===== src/core/idc_pkg.sv =====
// Package of constants shared by the interrupt dispatch control block.
package idc_pkg;
    // Register port addresses.
    localparam logic [3:0] ADDR_CTRL      = 4'h0;
    localparam logic [3:0] ADDR_PFLAG_A   = 4'h1;
    localparam logic [3:0] ADDR_PFLAG_B   = 4'h2;
    localparam logic [3:0] ADDR_PEN_A     = 4'h3;
    localparam logic [3:0] ADDR_PEN_B     = 4'h4;
    localparam logic [3:0] ADDR_IRQ_STAT  = 4'h5;
    localparam logic [3:0] ADDR_IRQ_CLR   = 4'h6;
    localparam logic [3:0] ADDR_IRQ_EN    = 4'h7;
    // Control register field positions.
    localparam int CTRL_GLOBAL_EN_BIT = 7;
    localparam int CTRL_GROUP_EN_BIT  = 6;
    localparam int CTRL_BASE_EN    = 5;
    localparam int CTRL_EXT_EN     = 4;
    localparam int CTRL_CHG_EN     = 3;
    localparam int CTRL_BASE_FLAG  = 2;
    localparam int CTRL_EXT_FLAG   = 1;
    localparam int CTRL_CHG_FLAG   = 0;
    // Reset values.
    localparam logic [7:0] CTRL_RESET  = 8'h00;
    localparam logic [7:0] PREG_RESET  = 8'h00;
    // Number of sources: three core ones plus eleven peripheral ones.
    localparam int NUM_SOURCES     = 14;
    localparam int PFLAG_B_WIDTH   = 3;
    // Instruction cycle is four core clocks.
    localparam logic [1:0] QPHASE_LAST = 2'h3;
    // Vector and address widths.
    localparam int PC_WIDTH        = 13;
    localparam logic [12:0] IRQ_VECTOR = 13'h0004;
    // Status bit positions of the interrupt output register.
    localparam int ST_DISPATCH = 0;
    localparam int ST_RETURN   = 1;
    localparam int ST_WIDTH    = 2;
endpackage : idc_pkg


===== src/core/idc_interrupt_dispatch.sv =====
// Interrupt flag gathering, masking and vector dispatch toward the core.
//
// The implementer's own choices: the placing of the registers and strobed register access.
`timescale 1ns/1ps

module idc_interrupt_dispatch (
    // Clock and reset.
    input  wire logic        clk,
    input  wire logic        resetn,
    // Register port.
    input  wire logic [3:0]  regAddr,
    input  wire logic [7:0]  regWdata,
    input  wire logic        regWr,
    input  wire logic        regRd,
    output logic      [7:0]  regRdata,
    // Source events; one-cycle pulses except the external pin, whose rising edge is detected.
    input  wire logic        extIrqPin,
    input  wire logic        portChangeEvt,
    input  wire logic        baseCounterOvf,
    input  wire logic [10:0] periphEvt,
    // Core sequencer side.
    input  wire logic [12:0] pcCurrent,
    input  wire logic        returnFromIrqInstr,
    output logic             pcLoad,
    output logic      [12:0] pcVector,
    output logic             stackPush,
    output logic      [12:0] stackData,
    output logic             irqPending,
    // Interrupt output of the block's own event register.
    output logic             irqOut
);

    typedef enum logic [2:0] {
        IDC_IDLE   = 3'b001,
        IDC_SYNC   = 3'b010,
        IDC_VECTOR = 3'b100
    } idc_state_t;

    idc_state_t  state_q;
    logic [7:0]  ctrl_q;
    logic [7:0]  pflagA_q;
    logic [2:0]  pflagB_q;
    logic [7:0]  penA_q;
    logic [2:0]  penB_q;
    logic [1:0]  qphase_q;
    logic        extPin_q;
    logic [1:0]  evtStat_q;
    logic [1:0]  evtEn_q;
    logic [7:0]  rdata_q;
    logic        pcLoad_q;
    logic [12:0] stackData_q;
    logic        cycleEnd;
    logic        extEdge;
    logic        coreReq;
    logic        periphReq;
    logic        request;
    logic        wrCtrl;
    logic        wrPflagA;
    logic        wrPflagB;
    logic        wrPenA;
    logic        wrPenB;
    logic        wrIrqClr;
    logic        wrIrqEn;
    logic        accept;
    logic [1:0]  evtSet;

    // Instruction cycle boundary; dispatch is only taken at a boundary so
    // instruction length never changes the wait.
    assign cycleEnd = (qphase_q == idc_pkg::QPHASE_LAST);
    assign extEdge  = extIrqPin & ~extPin_q;
    assign wrCtrl   = regWr && (regAddr == idc_pkg::ADDR_CTRL);
    // One decode per register keeps each write enable readable in the processes below.
    assign wrPflagA = regWr && (regAddr == idc_pkg::ADDR_PFLAG_A);
    assign wrPflagB = regWr && (regAddr == idc_pkg::ADDR_PFLAG_B);
    assign wrPenA   = regWr && (regAddr == idc_pkg::ADDR_PEN_A);
    assign wrPenB   = regWr && (regAddr == idc_pkg::ADDR_PEN_B);
    assign wrIrqClr = regWr && (regAddr == idc_pkg::ADDR_IRQ_CLR);
    assign wrIrqEn  = regWr && (regAddr == idc_pkg::ADDR_IRQ_EN);

    always_ff @(posedge clk or negedge resetn) begin
        if (!resetn) begin
            qphase_q <= 2'h0;
            extPin_q <= 1'b0;
        end else begin
            qphase_q <= qphase_q + 2'h1;
            extPin_q <= extIrqPin;
        end
    end

    assign coreReq = (ctrl_q[idc_pkg::CTRL_BASE_FLAG] & ctrl_q[idc_pkg::CTRL_BASE_EN])
                   | (ctrl_q[idc_pkg::CTRL_EXT_FLAG]  & ctrl_q[idc_pkg::CTRL_EXT_EN])
                   | (ctrl_q[idc_pkg::CTRL_CHG_FLAG]  & ctrl_q[idc_pkg::CTRL_CHG_EN]);
    assign periphReq = ctrl_q[idc_pkg::CTRL_GROUP_EN_BIT]
                     & (|(pflagA_q & penA_q) | |(pflagB_q & penB_q));
    assign request = ctrl_q[idc_pkg::CTRL_GLOBAL_EN_BIT] & (coreReq | periphReq);
    assign irqPending = request;
    assign accept = (state_q == IDC_VECTOR) && cycleEnd;

    // One instruction cycle to register the request, one to vector, giving
    // three or four cycles from an asynchronous event depending on phase.
    always_ff @(posedge clk or negedge resetn) begin
        if (!resetn) begin
            state_q <= IDC_IDLE;
        end else begin
            unique case (state_q)
                IDC_IDLE: begin
                    if (request && cycleEnd) begin
                        state_q <= IDC_SYNC;
                    end
                end
                IDC_SYNC: begin
                    if (cycleEnd) begin
                        state_q <= request ? IDC_VECTOR : IDC_IDLE;
                    end
                end
                IDC_VECTOR: begin
                    if (cycleEnd) begin
                        state_q <= IDC_IDLE;
                    end
                end
                default: state_q <= IDC_IDLE;
            endcase
        end
    end

    // Control register holds global enable, group enable and core flags.
    always_ff @(posedge clk or negedge resetn) begin
        if (!resetn) begin
            ctrl_q <= idc_pkg::CTRL_RESET;
        end else begin
            if (wrCtrl) begin
                ctrl_q <= regWdata;
            end
            if (accept) begin
                ctrl_q[idc_pkg::CTRL_GLOBAL_EN_BIT] <= 1'b0;
            end else if (returnFromIrqInstr) begin
                ctrl_q[idc_pkg::CTRL_GLOBAL_EN_BIT] <= 1'b1;
            end
            // Events win over a software clear in the same cycle.
            if (baseCounterOvf) begin
                ctrl_q[idc_pkg::CTRL_BASE_FLAG] <= 1'b1;
            end
            if (extEdge) begin
                ctrl_q[idc_pkg::CTRL_EXT_FLAG] <= 1'b1;
            end
            if (portChangeEvt) begin
                ctrl_q[idc_pkg::CTRL_CHG_FLAG] <= 1'b1;
            end
        end
    end

    // Peripheral flag and enable registers.
    always_ff @(posedge clk or negedge resetn) begin
        if (!resetn) begin
            pflagA_q <= idc_pkg::PREG_RESET;
            pflagB_q <= idc_pkg::PREG_RESET[2:0];
            penA_q   <= idc_pkg::PREG_RESET;
            penB_q   <= idc_pkg::PREG_RESET[2:0];
        end else begin
            if (wrPenA) begin
                penA_q <= regWdata;
            end
            if (wrPenB) begin
                penB_q <= regWdata[2:0];
            end
            pflagA_q <= (wrPflagA ? regWdata : pflagA_q)
                        | periphEvt[7:0];
            pflagB_q <= (wrPflagB ? regWdata[2:0] : pflagB_q)
                        | periphEvt[10:8];
        end
    end

    // Dispatch outputs toward the program counter and stack.
    always_ff @(posedge clk or negedge resetn) begin
        if (!resetn) begin
            pcLoad_q    <= 1'b0;
            stackData_q <= 13'h0000;
        end else begin
            pcLoad_q <= accept;
            if (accept) begin
                stackData_q <= pcCurrent;
            end
        end
    end

    assign pcLoad    = pcLoad_q;
    assign stackPush = pcLoad_q;
    assign stackData = stackData_q;
    assign pcVector  = idc_pkg::IRQ_VECTOR;

    // Block event status: dispatch taken and return executed.
    assign evtSet = {returnFromIrqInstr, accept};

    always_ff @(posedge clk or negedge resetn) begin
        if (!resetn) begin
            evtStat_q <= 2'h0;
            evtEn_q   <= 2'h0;
        end else begin
            if (wrIrqEn) begin
                evtEn_q <= regWdata[1:0];
            end
            if (wrIrqClr) begin
                evtStat_q <= (evtStat_q & ~regWdata[1:0]) | evtSet;
            end else begin
                evtStat_q <= evtStat_q | evtSet;
            end
        end
    end

    assign irqOut = |(evtStat_q & evtEn_q);

    // Read data appear in the cycle after the read strobe only.
    always_ff @(posedge clk or negedge resetn) begin
        if (!resetn) begin
            rdata_q <= 8'h00;
        end else if (regRd) begin
            unique case (regAddr)
                idc_pkg::ADDR_CTRL:     rdata_q <= ctrl_q;
                idc_pkg::ADDR_PFLAG_A:  rdata_q <= pflagA_q;
                idc_pkg::ADDR_PFLAG_B:  rdata_q <= {5'h00, pflagB_q};
                idc_pkg::ADDR_PEN_A:    rdata_q <= penA_q;
                idc_pkg::ADDR_PEN_B:    rdata_q <= {5'h00, penB_q};
                idc_pkg::ADDR_IRQ_STAT: rdata_q <= {6'h00, evtStat_q};
                idc_pkg::ADDR_IRQ_EN:   rdata_q <= {6'h00, evtEn_q};
                default:                rdata_q <= 8'h00;
            endcase
        end else begin
            rdata_q <= 8'h00;
        end
    end

    assign regRdata = rdata_q;

    // Checks on the dispatch path, flag capture and the event status.
    // They sit beside the logic so a broken edit fails close to its cause.
    AST_RESET_GLOBAL_CLEAR: assert property (@(posedge clk) $rose(resetn) |-> !ctrl_q[7])
        else $error("Global enable set right after reset.");

    AST_ACCEPT_CLEARS_GLOBAL: assert property (@(posedge clk) disable iff (!resetn)
        accept && !wrCtrl |=> !ctrl_q[7] && pcLoad && stackPush)
        else $error("Acceptance did not clear enable or load PC.");

    AST_RETURN_SETS_GLOBAL: assert property (@(posedge clk) disable iff (!resetn)
        returnFromIrqInstr && !accept |=> ctrl_q[7])
        else $error("Return did not restore global enable.");

    AST_NO_REQ_WITHOUT_GLOBAL: assert property (@(posedge clk) disable iff (!resetn)
        !ctrl_q[7] |-> !irqPending)
        else $error("Request raised with global enable clear.");

    AST_EXT_FLAG_SET: assert property (@(posedge clk) disable iff (!resetn)
        extIrqPin && !extPin_q |=> ctrl_q[1])
        else $error("External flag not set on pin edge.");

    AST_PERIPH_GATE: assert property (@(posedge clk) disable iff (!resetn)
        !ctrl_q[6] && !coreReq |-> !irqPending)
        else $error("Peripheral request passed without group enable.");

    AST_PERIPH_FLAG_SET: assert property (@(posedge clk) disable iff (!resetn)
        periphEvt[0] |=> pflagA_q[0])
        else $error("Peripheral flag not set by event.");

    AST_LATENCY_BOUND: assert property (@(posedge clk) disable iff (!resetn)
        state_q == IDC_IDLE && request && cycleEnd && !returnFromIrqInstr && !regWr
        |-> ##[1:8] (state_q == IDC_VECTOR))
        else $error("Vector not reached within latency bound.");

    AST_VECTOR_ADDR: assert property (@(posedge clk) disable iff (!resetn)
        pcLoad |-> pcVector == 13'h0004)
        else $error("Vector address wrong.");

    AST_PCLOAD_PULSE: assert property (@(posedge clk) disable iff (!resetn)
        pcLoad |=> !pcLoad)
        else $error("Program counter load lasted more than one cycle.");

    AST_STACK_ADDR: assert property (@(posedge clk) disable iff (!resetn)
        accept |=> stackData == $past(pcCurrent))
        else $error("Pushed return address differs from the current address.");

    AST_GLOBAL_LOW_AT_LOAD: assert property (@(posedge clk) disable iff (!resetn)
        pcLoad |-> !ctrl_q[idc_pkg::CTRL_GLOBAL_EN_BIT])
        else $error("Global enable still set while the vector is loaded.");

    AST_BASE_FLAG_SET: assert property (@(posedge clk) disable iff (!resetn)
        baseCounterOvf |=> ctrl_q[idc_pkg::CTRL_BASE_FLAG])
        else $error("Base counter flag not set by overflow.");

    AST_CHG_FLAG_SET: assert property (@(posedge clk) disable iff (!resetn)
        portChangeEvt |=> ctrl_q[idc_pkg::CTRL_CHG_FLAG])
        else $error("Port change flag not set by event.");

    AST_PERIPH_B_FLAG_SET: assert property (@(posedge clk) disable iff (!resetn)
        periphEvt[8] |=> pflagB_q[0])
        else $error("Second peripheral flag register not set by event.");

    AST_FLAG_IGNORES_MASK: assert property (@(posedge clk) disable iff (!resetn)
        periphEvt[7] && !penA_q[7] && !ctrl_q[idc_pkg::CTRL_GLOBAL_EN_BIT] |=> pflagA_q[7])
        else $error("Masked peripheral event did not set its flag.");

    AST_LOAD_ON_BOUNDARY: assert property (@(posedge clk) disable iff (!resetn)
        pcLoad |-> $past(cycleEnd))
        else $error("Vector taken away from an instruction boundary.");

    AST_CORE_MASK: assert property (@(posedge clk) disable iff (!resetn)
        !ctrl_q[5] && !ctrl_q[4] && !ctrl_q[3] && !ctrl_q[6] |-> !irqPending)
        else $error("Request raised with every source enable clear.");

    AST_IDLE_WITHOUT_REQ: assert property (@(posedge clk) disable iff (!resetn)
        state_q == IDC_IDLE && !request |=> state_q == IDC_IDLE)
        else $error("Dispatch started without a request.");

    AST_REQ_DROPS_SYNC: assert property (@(posedge clk) disable iff (!resetn)
        state_q == IDC_SYNC && cycleEnd && !request |=> state_q == IDC_IDLE)
        else $error("Dispatch went on after the request vanished.");

    AST_DISPATCH_STATUS: assert property (@(posedge clk) disable iff (!resetn)
        accept |=> evtStat_q[idc_pkg::ST_DISPATCH])
        else $error("Dispatch status bit not set on acceptance.");

    AST_RETURN_STATUS: assert property (@(posedge clk) disable iff (!resetn)
        returnFromIrqInstr |=> evtStat_q[idc_pkg::ST_RETURN])
        else $error("Return status bit not set by the return instruction.");

    AST_STATUS_STICKY: assert property (@(posedge clk) disable iff (!resetn)
        evtStat_q[0] && !(wrIrqClr && regWdata[0]) |=> evtStat_q[0])
        else $error("Dispatch status bit dropped without a clear.");

endmodule : idc_interrupt_dispatch


===== config.mk =====
export PLATFORM = sky130hd
export DESIGN_NAME = idc_interrupt_dispatch
export DESIGN_NICKNAME = d
export VERILOG_FILES = /design/src/core/idc_pkg.sv /design/src/core/idc_interrupt_dispatch.sv
export SDC_FILE = /design/constraint.sdc
export NUM_CORES = 1
export LEC_CHECK = 0
export BUFFER_PORTS_ARGS = -buffer_cell sky130_fd_sc_hd__buf_2
export CAP_MARGIN = 10
export CORE_ASPECT_RATIO = 0.6
export CORE_MARGIN = 5
export CORE_UTILIZATION = 50
export CTS_CLUSTER_DIAMETER = 120
export DETAILED_ROUTE_END_ITERATION = 6
export MAX_ROUTING_LAYER = met4
export PLACE_DENSITY = 0.88
export SLEW_MARGIN = 20
export SYNTH_ARGS = -nofsm -noshare
export SYNTH_HDL_FRONTEND = slang
export SYNTH_SLANG_ARGS = --single-unit

===== constraint.sdc =====
create_clock -name clk -period 2 [get_ports clk]
set_clock_uncertainty 0.15 [all_clocks]
set_input_delay 0.2 -clock clk [delete_from_list [all_inputs] [get_ports clk]]
set_output_delay 0.2 -clock clk [all_outputs]
set_load 0.005 [all_outputs]

==> metrics.csv <==
metric,value,unit
switching share of total power,0.258,
first-pass GRT wire length,12100,um
routed vias/inst,5.24,
Ys Warns,0,
critical path type,reg -> out,
final core utilization,0.697,
Initial Util,0.520,
fillers,428,
antenna cells,0,
reg2reg setup slack,0.23,ns
layout cells sized above 1,0.372,
VDD IR max,0.542,mV
final setup TNS,-0.0715,ns
Leakage Power,1.88,nW
Skew-Pair Late Insertion Delay,0.34,ns
Fin. Hold Viols,0,
buffer and inverter count on the worst path,2,
"Net count, final",406,
hold crit path type,in -> reg,
CTS tree,yes,
CTS Buf Count,9,
Levels on crit path,6,
main area contributors after synthesis,"dfrtp_1 (52%), mux2_2 (14%), buf_4 (4.6%)",
hold path start,regWdata[1],
critical path startpoint category,flip-flop,
Synth top area share,0.522,
Critical Path End Type,output pin,
worst-case reg-to-reg path depth,4,
crit-path cells,a222oi_1 > nand2_1 > nor3_2 > or2_2 > inv_1 > buf_2,
"Req. time, crit path",1.65,ns
CP arrival,1.72,ns
synth unique cells,44,
clock buffer depth,2,
post-DR wirelength/cell,16.4,um
FF+latch area,1550,um^2
NetSw,0.814,mW
Critical Path Fanout Max,3,
"CP delay by family, top",simple AND/OR/NAND/NOR gates,
RD Place Congestion,0.902,
area of the die,7530,um^2
number of buffers added on ports,68,
# IOs,82,
Mapped Cells,249,
syn_area_per_cell,11.7,um^2
failing checks,negative setup slack,
root buffer cell,clkbuf_8,
most frequent cells in the layout,"buf_2 (68), dfrtp_1 (61), dlygate4sd3_1 (41)",
Die H,69.2,um
Final period util,1.04,
total number of vias,2339,
area used by multi-input combinational logic,1240,um^2
Comb pwr share,0.152,
Setup Viol. Count Final,1,
largest net degree at the start of global routing,30,
number of antenna violations at the first check in global routing,0,
Worst Setup EP,irqPending,
Worst-path clk slew,0.07,ns
Seq pwr share,0.472,
fin. max-slew vios,0,
DP HPWL,4990,um
Post-synth EDFFs,0,
Max Cap Viol,0,
prevailing post-synth register cell,dfrtp_1,
Die X,109,um
Critical R2R Launch,qphase_q[0],
Seq cells post-synth,62,
Final min period,2.07,ns
worst hold path depth,3,
Max stage delay on crit path,0.40,ns
Antenna Nets Post-Route,0,
status,"complete, but fails checks",
DRC Markers,0,
Core Region,5620,um^2
DRT Pass-1 Iters,5,
sequential area share after synthesis,0.531,
RSZ-0062 raised after global routing,yes,
post-route setup slack,-0.0715,ns
"commonest non-fill, non-tap cell in the layout",buf_2,
GR Util All Layers,0.216,
grt total ovfl,0,
r2r endpoint,stackData[5],
CTS sink cnt,62,
initial DRC count,181,
leading area contributor after synthesis,dfrtp_1,
WL final,7320,um
vias in the first global route,2365,
Internal Power,2.34,mW
num rows,21,
Synth async-reset ratio,1.00,
synthesized cell area,2920,um^2
PwrDens,805,nW/um^2
Clk network pwr share,0.376,
Area growth syn-to-layout,34.0,%
Achievable Freq,0.483,GHz
worst hold slack,0.0221,ns
CP max-delay cell,dfrtp_1,
crit path launch,pflagA_q[1],
H-Tree Depth,3,
[layer usage]
metal	wire, um	global-route usage	vias to the layer above	part of all wire
li1	-	-	1076	-
met2	3030	0.292	127	0.41
met3	726	0.0735	14	0.099
met1	3470	0.310	1122	0.47
met4	93	0.0560	0	0.013
met5	0	-	-	0
[cell usage after synthesis, drive strengths merged, types with 3 or more instances]
master  number
a211o        5
inv          8
mux2i        3
a21oi        5
nand3b      12
buf         22
a22oi        9
o21ai        5
nand2       32
dfrtp       61
mux2        36
nand3        4
nor2        18
[kinds of logic after synthesis]
logic type | after synthesis | synth area share
flip-flops | 62 | 0.531
other | 2 | 0.00257
adder cells (fa/ha/maj) | 1 | 0.00428
multiplexers | 40 | 0.157
buffers and inverters | 30 | 0.0676
AND/OR/NAND/NOR | 80 | 0.153
AO/OA/AOI/OAI | 34 | 0.0851
[state kept, by name, indices dropped and copies added (netlist names), 2 cells and up]
register / cells
pflagA_q: 8
evtEn_q: 2
penB_q: 3
stackData: 13
penA_q: 8
ctrl_q: 8
regRdata: 8
evtStat_q: 2
pflagB_q: 3
state_q: 3
qphase_q: 2
[area by class of cell]
cell class / count / area share
sequential: 62 / 0.396
multi-input combinational: 168 / 0.315
timing repair buffer: 112 / 0.201
clock buffer: 10 / 0.0326
tap: 80 / 0.0255
clock inverter: 6 / 0.0220
inverter: 8 / 0.00766
[timing repair]
item | CTS | global route
setup buffers | 0 | 0
setup endpoints to repair | 1 | 2
gates resized for setup | 2 | 1
gates cloned | 0 | 0
hold buffers | 41 | 0
hold endpoints to repair | 59 | 0
[worst reg2reg max path, cell delays in order, from the launching register on]
cell	delay [ns]
dfrtp_1	0.35
ha_1	0.21
nor4bb_4	0.29
buf_4	0.27
mux2_2	0.38
[metrics by stage]
step	power, mW	std cells	area (um^2)	setup slack (ns)
2_1_floorplan	1.76	260	2970	0.307
3_3_place_gp	1.90	389	3290	0.256
3_5_place_dp	1.92	389	3290	0.237
4_1_cts	3.17	446	3920	-0.0816
5_1_grt	3.31	446	3920	-0.208
6_report	3.16	446	3920	-0.0715
[worst min-delay path by stage]
stage / end
finish: pflagA_q[1]
global placement: pflagA_q[6]
floorplan: ctrl_q[0]
global route: pflagA_q[1]
CTS: pflagA_q[1]
detailed placement: pflagA_q[6]
[power groups by stage]
| stage | Combinational [mW] | Sequential, mW | Clock [mW] |
|---|---|---|---|
| floorplan | 0.292 | 1.47 | 0 |
| global placement | 0.400 | 1.50 | 0 |
| detailed placement | 0.415 | 1.51 | 0 |
| CTS | 0.476 | 1.49 | 1.21 |
| global route | 0.529 | 1.51 | 1.28 |
| finish | 0.480 | 1.49 | 1.19 |
(Power assumes the default switching activity.)
